`src/shared/exs_map.svh`:
```
// register offsets, field positions and exception codes of the status block
`ifndef EXS_MAP_SVH
`define EXS_MAP_SVH
// ============================================================
// register offsets (word index, byte address = 4 * index)
`define EXS_OFF_STATUS     4'h0
`define EXS_OFF_IRQ_STAT   4'h1
`define EXS_OFF_IRQ_EN     4'h2
`define EXS_OFF_IRQ_CLR    4'h3
`define EXS_OFF_PERIPH     4'h4
// ============================================================
// field positions
`define EXS_ACT_LSB        0
`define EXS_ACT_MSB        6
`define EXS_RSV_LSB        7
`define EXS_RSV_MSB        10
`define EXS_TO_BASE_BIT    11
`define EXS_PEND_LSB       12
`define EXS_PEND_MSB       18
// ============================================================
// exception numbers
`define EXS_EXC_NONE       7'h00
`define EXS_EXC_NMI        7'h02
`define EXS_EXC_HARD       7'h03
`define EXS_EXC_MEM        7'h04
`define EXS_EXC_BUS        7'h05
`define EXS_EXC_USAGE      7'h06
`define EXS_EXC_SVC        7'h0B
`define EXS_EXC_DEBUG      7'h0C
`define EXS_EXC_PENDSVC    7'h0E
`define EXS_EXC_TICK       7'h0F
`define EXS_EXC_IRQ_FIRST  7'h10
`define EXS_EXC_IRQ_LAST   7'h3F
`define EXS_IRQ_BASE       7'h10
`define EXS_RESET_VAL      32'h0000_0800
`define EXS_NEST_DEPTH     8
`endif

```
`src/shared/exs_pkg.sv`:
```
// types shared by the exception status block
`default_nettype none
package exs_pkg;
    // ============================================================
    // exception event from the core
    typedef struct packed {
        logic       entry;
        logic       ret;
        logic [6:0] num;
    } exs_evt_t;

    typedef enum logic [2:0] {
        EXS_IDLE = 3'b001,
        EXS_ACK  = 3'b010,
        EXS_DONE = 3'b100
    } exs_bus_st_t;
endpackage
`default_nettype wire

```
`src/rtl/exs_status.sv`:
```
// exception state status fields with avalon-mm register access
//
// Functional notes
// - system exception codes: usage, call, pended service, tick
// - peripheral vectors 0..47 map to 0x10..0x3F
// - bit 11 low while preempted exceptions remain (here low only while two or more ordinary interrupts are active)
// - only ordinary interrupts count for bit 11
// - bits 10:7 read as zero
// - bits 6:0 hold active exception, reset zero
// - active field zero means thread mode
// - active field mirrors service routine number
// - bits 18:12 hold highest pending exception
//
// Design decisions made here: the address map and the Avalon-MM register port.
`timescale 1ns/100ps
`default_nettype none
`include "exs_map.svh"
module exs_status (
    input  wire logic        clk_sys_i,
    input  wire logic        rstn_i,
    input  wire logic [3:0]  avs_address_i,
    input  wire logic        avs_read_i,
    input  wire logic        avs_write_i,
    input  wire logic [31:0] avs_writedata_i,
    input  wire logic [3:0]  avs_byteenable_i,
    output logic      [31:0] avs_readdata_o,
    output logic             avs_waitrequest_o,
    input  wire logic        exc_entry_i,
    input  wire logic        exc_return_i,
    input  wire logic [6:0]  exc_num_i,
    input  wire logic [6:0]  pend_num_i,
    output logic      [6:0]  service_routine_number_o,
    output logic             irq_o
);
    // ============================================================
    // helpers
    function automatic logic is_ordinary(input logic [6:0] n);
        // usage fault is a fault too, so it never counts as nesting
        is_ordinary = (n > `EXS_EXC_USAGE);
    endfunction

    function automatic logic valid_code(input logic [6:0] n);
        valid_code = (n == `EXS_EXC_NMI) || (n == `EXS_EXC_HARD) ||
                     (n == `EXS_EXC_MEM) || (n == `EXS_EXC_BUS) ||
                     (n == `EXS_EXC_USAGE) || (n == `EXS_EXC_SVC) ||
                     (n == `EXS_EXC_PENDSVC) ||
                     (n == `EXS_EXC_TICK) ||
                     ((n >= `EXS_EXC_IRQ_FIRST) &&
                      (n <= `EXS_EXC_IRQ_LAST));
    endfunction

    exs_pkg::exs_evt_t evt;
    assign evt.entry = exc_entry_i && valid_code(exc_num_i);
    assign evt.ret   = exc_return_i;
    assign evt.num   = exc_num_i;

    // ============================================================
    // nesting stack: each level remembers the number it preempted
    logic [6:0] stack_q [`EXS_NEST_DEPTH];
    logic [3:0] depth_q;
    logic [3:0] ord_cnt_q;
    logic [6:0] act_q;
    logic [6:0] pend_q;
    logic       ovf_ev;
    logic       bad_ev;

    assign ovf_ev = evt.entry && (depth_q == 4'(`EXS_NEST_DEPTH));
    assign bad_ev = (exc_entry_i && !valid_code(exc_num_i)) ||
                    (evt.ret && depth_q == 4'h0);

    always_ff @(posedge clk_sys_i or negedge rstn_i) begin
        if (!rstn_i) begin
            for (int i = 0; i < `EXS_NEST_DEPTH; i++) begin
                stack_q[i] <= `EXS_EXC_NONE;
            end
        end else if (evt.entry && !ovf_ev) begin
            stack_q[depth_q[2:0]] <= act_q;
        end
    end

    // active number follows entry and return; zero means thread mode
    always_ff @(posedge clk_sys_i or negedge rstn_i) begin
        if (!rstn_i) begin
            act_q   <= `EXS_EXC_NONE;
            depth_q <= 4'h0;
        end else if (evt.entry && !ovf_ev) begin
            act_q   <= evt.num;
            depth_q <= depth_q + 4'h1;
        end else if (evt.ret && depth_q != 4'h0) begin
            act_q   <= stack_q[3'(depth_q - 4'h1)];
            depth_q <= depth_q - 4'h1;
        end
    end

    // count of ordinary interrupts active; nmi and faults ignored
    always_ff @(posedge clk_sys_i or negedge rstn_i) begin
        if (!rstn_i) begin
            ord_cnt_q <= 4'h0;
        end else if (evt.entry && !ovf_ev && is_ordinary(evt.num)) begin
            ord_cnt_q <= ord_cnt_q + 4'h1;
        end else if (evt.ret && depth_q != 4'h0 &&
                     is_ordinary(act_q) && ord_cnt_q != 4'h0) begin
            ord_cnt_q <= ord_cnt_q - 4'h1;
        end
    end

    always_ff @(posedge clk_sys_i or negedge rstn_i) begin
        if (!rstn_i) begin
            pend_q <= `EXS_EXC_NONE;
        end else begin
            pend_q <= valid_code(pend_num_i) ? pend_num_i
                                             : `EXS_EXC_NONE;
        end
    end

    logic return_to_base_flag;
    assign return_to_base_flag = (ord_cnt_q <= 4'h1);
    assign service_routine_number_o = act_q;

    logic [31:0] status_word;
    always_comb begin
        status_word = 32'h0000_0000;
        status_word[`EXS_ACT_MSB:`EXS_ACT_LSB]   = act_q;
        status_word[`EXS_TO_BASE_BIT] = return_to_base_flag;
        status_word[`EXS_PEND_MSB:`EXS_PEND_LSB] = pend_q;
    end

    // ============================================================
    // interrupt: bit0 entry, bit1 return, bit2 overflow/bad event
    logic [2:0] ist_q;
    logic [2:0] ien_q;
    logic [2:0] iev;
    logic       wr_clr;
    logic       wr_en;
    assign iev    = {ovf_ev || bad_ev, evt.ret, evt.entry};
    assign wr_clr = avs_write_i && !avs_waitrequest_o &&
                    avs_address_i == `EXS_OFF_IRQ_CLR && avs_byteenable_i[0];
    assign wr_en  = avs_write_i && !avs_waitrequest_o &&
                    avs_address_i == `EXS_OFF_IRQ_EN && avs_byteenable_i[0];

    // set beats a clear landing in the same cycle
    always_ff @(posedge clk_sys_i or negedge rstn_i) begin
        if (!rstn_i) begin
            ist_q <= 3'h0;
        end else begin
            ist_q <= (ist_q & ~(wr_clr ? avs_writedata_i[2:0] : 3'h0)) | iev;
        end
    end

    always_ff @(posedge clk_sys_i or negedge rstn_i) begin
        if (!rstn_i) begin
            ien_q <= 3'h0;
        end else if (wr_en) begin
            ien_q <= avs_writedata_i[2:0];
        end
    end

    assign irq_o = |(ist_q & ien_q);

    // ============================================================
    // avalon slave: one wait cycle, answer on the second cycle
    exs_pkg::exs_bus_st_t bus_q;
    always_ff @(posedge clk_sys_i or negedge rstn_i) begin
        if (!rstn_i) begin
            bus_q <= exs_pkg::EXS_IDLE;
        end else begin
            case (bus_q)
                exs_pkg::EXS_IDLE: begin
                    if (avs_read_i || avs_write_i) begin
                        bus_q <= exs_pkg::EXS_ACK;
                    end
                end
                exs_pkg::EXS_ACK:  bus_q <= exs_pkg::EXS_DONE;
                exs_pkg::EXS_DONE: bus_q <= exs_pkg::EXS_IDLE;
                default:           bus_q <= exs_pkg::EXS_IDLE;
            endcase
        end
    end
    assign avs_waitrequest_o = (bus_q != exs_pkg::EXS_ACK);

    // read data latched while waiting so it stands at the release edge
    always_ff @(posedge clk_sys_i or negedge rstn_i) begin
        if (!rstn_i) begin
            avs_readdata_o <= 32'h0000_0000;
        end else if (bus_q == exs_pkg::EXS_IDLE && avs_read_i) begin
            case (avs_address_i)
                `EXS_OFF_STATUS:   avs_readdata_o <= status_word;
                `EXS_OFF_IRQ_STAT: avs_readdata_o <= {29'h0, ist_q};
                `EXS_OFF_IRQ_EN:   avs_readdata_o <= {29'h0, ien_q};
                `EXS_OFF_PERIPH:   avs_readdata_o <=
                    {25'h0, (act_q >= `EXS_IRQ_BASE) ?
                            7'(act_q - `EXS_IRQ_BASE) : 7'h7F};
                default:           avs_readdata_o <= 32'h0000_0000;
            endcase
        end
    end

    // ============================================================
    // checks
    chk_thread_base: assert property (@(posedge clk_sys_i)
        disable iff (!rstn_i)
        depth_q == 4'h0 |-> (act_q == 7'h00 && status_word[11]))
        else $error("thread mode must show zero and return-to-base");
    chk_entry_mirror: assert property (@(posedge clk_sys_i)
        disable iff (!rstn_i)
        (evt.entry && !ovf_ev) |=> service_routine_number_o ==
            $past(exc_num_i))
        else $error("active number not taken on entry");
    chk_rsv_zero: assert property (@(posedge clk_sys_i)
        disable iff (!rstn_i)
        status_word[10:7] == 4'h0)
        else $error("reserved bits not zero");
    chk_nest_base: assert property (@(posedge clk_sys_i)
        disable iff (!rstn_i)
        ord_cnt_q >= 4'h2 |-> !status_word[11])
        else $error("return-to-base set while nested");
    chk_fault_ignored: assert property (@(posedge clk_sys_i)
        disable iff (!rstn_i)
        (evt.entry && !ovf_ev && evt.num <= 7'h06) |=>
            $stable(ord_cnt_q))
        else $error("fault counted toward return-to-base");
    chk_act_legal: assert property (@(posedge clk_sys_i)
        disable iff (!rstn_i)
        act_q == 7'h00 || act_q == 7'h06 || act_q == 7'h0B ||
        act_q == 7'h0E || act_q == 7'h0F || act_q inside {[2:5]} ||
        (act_q >= 7'h10 && act_q <= 7'h3F))
        else $error("illegal active exception number");
    chk_pend_range: assert property (@(posedge clk_sys_i)
        disable iff (!rstn_i)
        status_word[18:12] < 7'h40)
        else $error("reserved pending number reported");
    chk_return_pop: assert property (@(posedge clk_sys_i)
        disable iff (!rstn_i)
        (evt.ret && depth_q == 4'h1 && !evt.entry) |=>
            act_q == 7'h00 ##1 status_word[11])
        else $error("return from last level did not reach thread");
    chk_bad_code_drop: assert property (@(posedge clk_sys_i)
        disable iff (!rstn_i)
        (exc_entry_i && !valid_code(exc_num_i) && !exc_return_i) |=>
            ($stable(act_q) && ist_q[2]))
        else $error("illegal exception number was not dropped");
    chk_single_base: assert property (@(posedge clk_sys_i)
        disable iff (!rstn_i)
        depth_q == 4'h1 |-> status_word[11])
        else $error("single active exception must show return-to-base");
    chk_ord_nested: assert property (@(posedge clk_sys_i)
        disable iff (!rstn_i)
        (evt.entry && !ovf_ev && evt.num > 7'h06 && ord_cnt_q != 4'h0)
            |=> !status_word[11])
        else $error("nested interrupt still shows return-to-base");
    chk_fault_base: assert property (@(posedge clk_sys_i)
        disable iff (!rstn_i)
        (evt.entry && !ovf_ev && evt.num <= 7'h06 && ord_cnt_q <= 4'h1)
            |=> status_word[11])
        else $error("fault entry cleared return-to-base");
    chk_read_active: assert property (@(posedge clk_sys_i)
        disable iff (!rstn_i)
        (bus_q == exs_pkg::EXS_IDLE && avs_read_i &&
         avs_address_i == `EXS_OFF_STATUS) |=>
            avs_readdata_o[6:0] == $past(act_q))
        else $error("status read lost the active number");
    chk_read_rsv: assert property (@(posedge clk_sys_i)
        disable iff (!rstn_i)
        (bus_q == exs_pkg::EXS_IDLE && avs_read_i &&
         avs_address_i == `EXS_OFF_STATUS) |=>
            (avs_readdata_o[10:7] == 4'h0 && avs_readdata_o[31:19] == 13'h0))
        else $error("status read shows reserved bits set");
    chk_return_nonzero: assert property (@(posedge clk_sys_i)
        disable iff (!rstn_i)
        (evt.ret && !evt.entry && depth_q >= 4'h2) |=>
            service_routine_number_o != 7'h00)
        else $error("return into a preempted handler shows thread mode");
    chk_pend_follow: assert property (@(posedge clk_sys_i)
        disable iff (!rstn_i)
        valid_code(pend_num_i) |=> status_word[18:12] == $past(pend_num_i))
        else $error("pending number not reported");
    chk_pend_reserved: assert property (@(posedge clk_sys_i)
        disable iff (!rstn_i)
        pend_num_i >= 7'h40 |=> status_word[18:12] == 7'h00)
        else $error("reserved pending number passed through");
    chk_entry_depth: assert property (@(posedge clk_sys_i)
        disable iff (!rstn_i)
        (evt.entry && !ovf_ev) |=> depth_q == $past(depth_q) + 4'h1)
        else $error("entry did not deepen the nesting");
    chk_return_depth: assert property (@(posedge clk_sys_i)
        disable iff (!rstn_i)
        (evt.ret && !evt.entry && depth_q != 4'h0) |=>
            depth_q == $past(depth_q) - 4'h1)
        else $error("return did not pop the nesting");

    // ============================================================
    // interrupt and bus checks
    chk_set_wins: assert property (@(posedge clk_sys_i)
        disable iff (!rstn_i)
        iev != 3'h0 |=> (ist_q & $past(iev)) == $past(iev))
        else $error("event lost against a clear");
    chk_clear_lands: assert property (@(posedge clk_sys_i)
        disable iff (!rstn_i)
        (wr_clr && iev == 3'h0) |=>
            (ist_q & $past(avs_writedata_i[2:0])) == 3'h0)
        else $error("clear write left status bits set");
    chk_wait_single: assert property (@(posedge clk_sys_i)
        disable iff (!rstn_i)
        !avs_waitrequest_o |=> avs_waitrequest_o)
        else $error("waitrequest low for more than one cycle");
    chk_read_holds: assert property (@(posedge clk_sys_i)
        disable iff (!rstn_i)
        !avs_waitrequest_o |=> $stable(avs_readdata_o))
        else $error("read data moved after the answer");
endmodule
`default_nettype wire

```
`config.mk`:
```
export PLATFORM = sky130hd
export DESIGN_NAME = exs_status
export DESIGN_NICKNAME = d
export VERILOG_FILES = /design/src/shared/exs_pkg.sv /design/src/rtl/exs_status.sv
export VERILOG_INCLUDE_DIRS = /design/src /design/src/shared
export SDC_FILE = /design/constraint.sdc
export NUM_CORES = 1
export LEC_CHECK = 0
export BUFFER_PORTS_ARGS = -buffer_cell sky130_fd_sc_hd__buf_2
export CAP_MARGIN = 10
export CORE_MARGIN = 3
export CORE_UTILIZATION = 50
export DETAILED_ROUTE_END_ITERATION = 7
export MAX_ROUTING_LAYER = met4
export PLACE_DENSITY = 0.76
export SLEW_MARGIN = 30
export SYNTH_ARGS = -nofsm -noshare
export SYNTH_HDL_FRONTEND = slang
export SYNTH_SLANG_ARGS = --single-unit
```
`constraint.sdc`:
```
create_clock -name clk_sys_i -period 3 [get_ports clk_sys_i]
set_clock_uncertainty 0.15 [all_clocks]
set_input_delay 0.6 -clock clk_sys_i [delete_from_list [all_inputs] [get_ports clk_sys_i]]
set_output_delay 0.6 -clock clk_sys_i [all_outputs]
set_load 0.01 [all_outputs]
```
==> impl_metrics.tcl <==
set metrics [dict create \
    status "completed" \
    post_drt_wl_per_cell_um 17.5 \
    syn-mean-instance-area_um2 12.5 \
    grt_pass1_vias 3395 \
    vias_per_cell 5.71 \
    nNetsFinal 518 \
    power.leakage_nw 2.66 \
    h-tree-depth 3 \
    grt_start_max_net_pins 58 \
    layout_common_cells "101 x dfrtp_1, 50 x buf_2, 45 x mux2_2" \
    cts_tree "built" \
    syn-cell-area_um2 5090 \
    finalSetupTns_ps 0 \
    yosysUniqueCellTypes 58 \
    portBuffers 51 \
    required_ps 3130 \
    synth-edff-count 0 \
    clockRootBuffer "clkbuf_8" \
    syn2layout_area_growth_pct 9.86 \
    die_h_um 107 \
    relSlewSlack_pct 51.9 \
    ff2ff_path_depth 7 \
    overflow 0 \
    cts_resized 0 \
    use_met3_pct 3.85 \
    power.share.clock_pct 16.7 \
    intPower_w 0.00340 \
    tightest_slew_ps 722 \
    drive_gt1_share_pct 33.8 \
    antenna_cells 0 \
    synth-compound-area-share_pct 9.34 \
    use_met2_pct 31.0 \
    maxSlewViolCount 0 \
    reg2reg_from "depth_q[1]" \
    worstPathMaxFanout 8 \
    place_hpwl_um 7270 \
    synth_top_family_by_area "multiplexers" \
    max_clock_freq_ghz 0.385 \
    dieArea_um2 11400 \
    reg2reg_to "ord_cnt_q[3]" \
    drt-initial-drc-count 177 \
    start_kind "flip-flop" \
    synth_xor_area_share_pct 1.38 \
    syn-instance-count 408 \
    pin_count 101 \
    clk_pin_slew_ps 100 \
    setup_viol 0 \
    crit_type "flip-flop to flip-flop" \
    ys.warnings.count 0 \
    ys_seq_area_share_pct 50.2 \
    synthAdderAreaFrac_pct 1.92 \
    ys_ff_latch 102 \
    final_common_cell "dfrtp_1" \
    p_seq_share_pct 43.6 \
    start_util_pct 51.8 \
    fin_crit_ps 2600 \
    dr_total_vias 3366 \
    cts_buffer_depth 2 \
    drv_cap 0 \
    drtPass1Iterations 4 \
    clock_sinks 102 \
    fp-row-count 36 \
    hp-class "primary input to asynchronous set/reset pin" \
    end_kind "flip-flop" \
    p_sw_w 0.00186 \
    drtAntennaViolNets 0 \
    synth_ff_type "dfrtp_1" \
    r2r_slack_ps 400 \
    p_per_area_nw_per_um2 941 \
    clock_latency_ps 360 \
    async_flop_share_pct 100 \
    synthMuxAreaShare_pct 21.1 \
    synth_simple_gate_area_share_pct 10.1 \
    totalWireLength_um 10300 \
    track_usage_pct 19.8 \
    combPwrFrac_pct 39.7 \
    numCtsBuffers 9 \
    gp_congestion 0.871 \
    detail_route.drc_violations 0 \
    rsz0062_at_grt "no" \
    irDropWorstVdd_mv 0.436 \
    antenna_found_initial 0 \
    postCtsHoldBufs 0 \
    p_sw_share_pct 35.4 \
    arrival_ps 2730 \
    busiest_layer "met2" \
    use_met1_pct 25.6 \
    core_area_um2 9820 \
    post-cts-setup-buffer-count 0 \
    fin_crit_sh_pct 86.6 \
    finalPower_w 0.00526 \
    die_x_um 107 \
    hold_viol_final 0 \
    grt_first_pass_wirelength_um 17100 \
]
flip-flops by register name, indices dropped and copies added (netlist names):
name / cells
avs_readdata_o: 15
bus_q: 3
depth_q: 4
ien_q: 3
ist_q: 3
ord_cnt_q: 4
pend_q: 7
service_routine_number_o: 7
stack_q: 56
layout make-up:
class / instances / area, µm²
inverter: 11 / 41.3
tap: 133 / 166
clock inverter: 3 / 42.5
multi-input combinational: 268 / 2300
fill: 810 / 4230
clock buffer: 13 / 159
sequential: 102 / 2550
timing repair buffer: 59 / 330
kinds of logic (layout without fill, tap and decap cells):
| family | after synthesis | after routing |
|---|---|---|
| AOI/OAI and AO/OA | 62 | 62 |
| and+or+nand+nor | 95 | 95 |
| xor gates and xnor gates | 8 | 8 |
| adders and majority gates | 8 | 8 |
| buffers and inverters | 55 | 86 |
| other | 1 | 18 |
| muxes | 77 | 77 |
| DFF | 102 | 102 |
Yosys cell counts, drive strengths merged, types with 2 or more instances:
master	number	area, µm²
mux4	14	315
o211ai	3	27.5
a222oi	4	40.0
mux2	59	717
a211oi	3	22.5
nor4b	2	17.5
and3	3	18.8
mux2i	4	40.0
inv	11	41.3
and4	4	35.0
nor2b	5	31.3
ha	7	87.6
nor3	7	35.0
nand3	13	65.1
nor2	19	73.8
xor2	3	26.3
a22o	12	105
and2	6	37.5
o21ai	10	50.1
o21a	2	15.0
nand2	20	75.1
clkbuf	18	67.6
a32oi	4	35.0
or4	5	45.0
nor3b	4	30.0
a21oi	3	15.0
nand3b	2	15.0
xnor2	5	43.8
o31ai	3	22.5
buf	26	193
a31oi	7	43.8
dfrtp	101	2530
critical path: stages (launching register included):
cell and delay (ps):
dfrtp_1 460, inv_1 140, ha_1 280, or3b_2 250
nand2_1 190, nor3_1 620, o211ai_1 190, a211oi_1 230
power by group through the flow:
| stage | clock, W | combinational (W) | sequential (W) |
|---|---|---|---|
| finish | 0.000878 | 0.00209 | 0.00229 |
| CTS | 0.000897 | 0.00211 | 0.00229 |
| detailed placement | 0 | 0.00210 | 0.00232 |
| global route | 0.000957 | 0.00229 | 0.00237 |
| global placement | 0 | 0.00204 | 0.00228 |
| floorplan | 0 | 0.00166 | 0.00216 |
per-stage QoR:
step	utilization, %	hold slack [ps]	setup slack (ps)	area, µm²	std cells
2_1_floorplan	-	154	670	5150	425
3_3_place_gp	54.9	297	405	5390	573
3_5_place_dp	54.9	298	381	5390	573
4_1_cts	56.9	156	441	5590	589
5_1_grt	56.9	184	282	5590	589
6_report	56.9	127	403	5590	589
worst max path at each step:
stage | from | to | slack, ps | depth (start not counted)
after global placement | exc_num_i[5] | stack_q[6] | 410 | 7
after global routing | depth_q[1] | ord_cnt_q[3] | 280 | 7
after CTS | depth_q[1] | ord_cnt_q[3] | 440 | 7
after floorplan | exc_num_i[5] | stack_q[28] | 670 | 7
final | depth_q[1] | ord_cnt_q[3] | 400 | 7
after detailed placement | exc_num_i[5] | stack_q[0] | 380 | 7
layer usage:
metal / vias to the layer above / part of all wire (%)
li1: 1549 / -
met1: 1690 / 45
met2: 110 / 47
met3: 17 / 6.2
met4: 0 / 2.2
met5: - / 0
(Power assumes the default switching activity.)
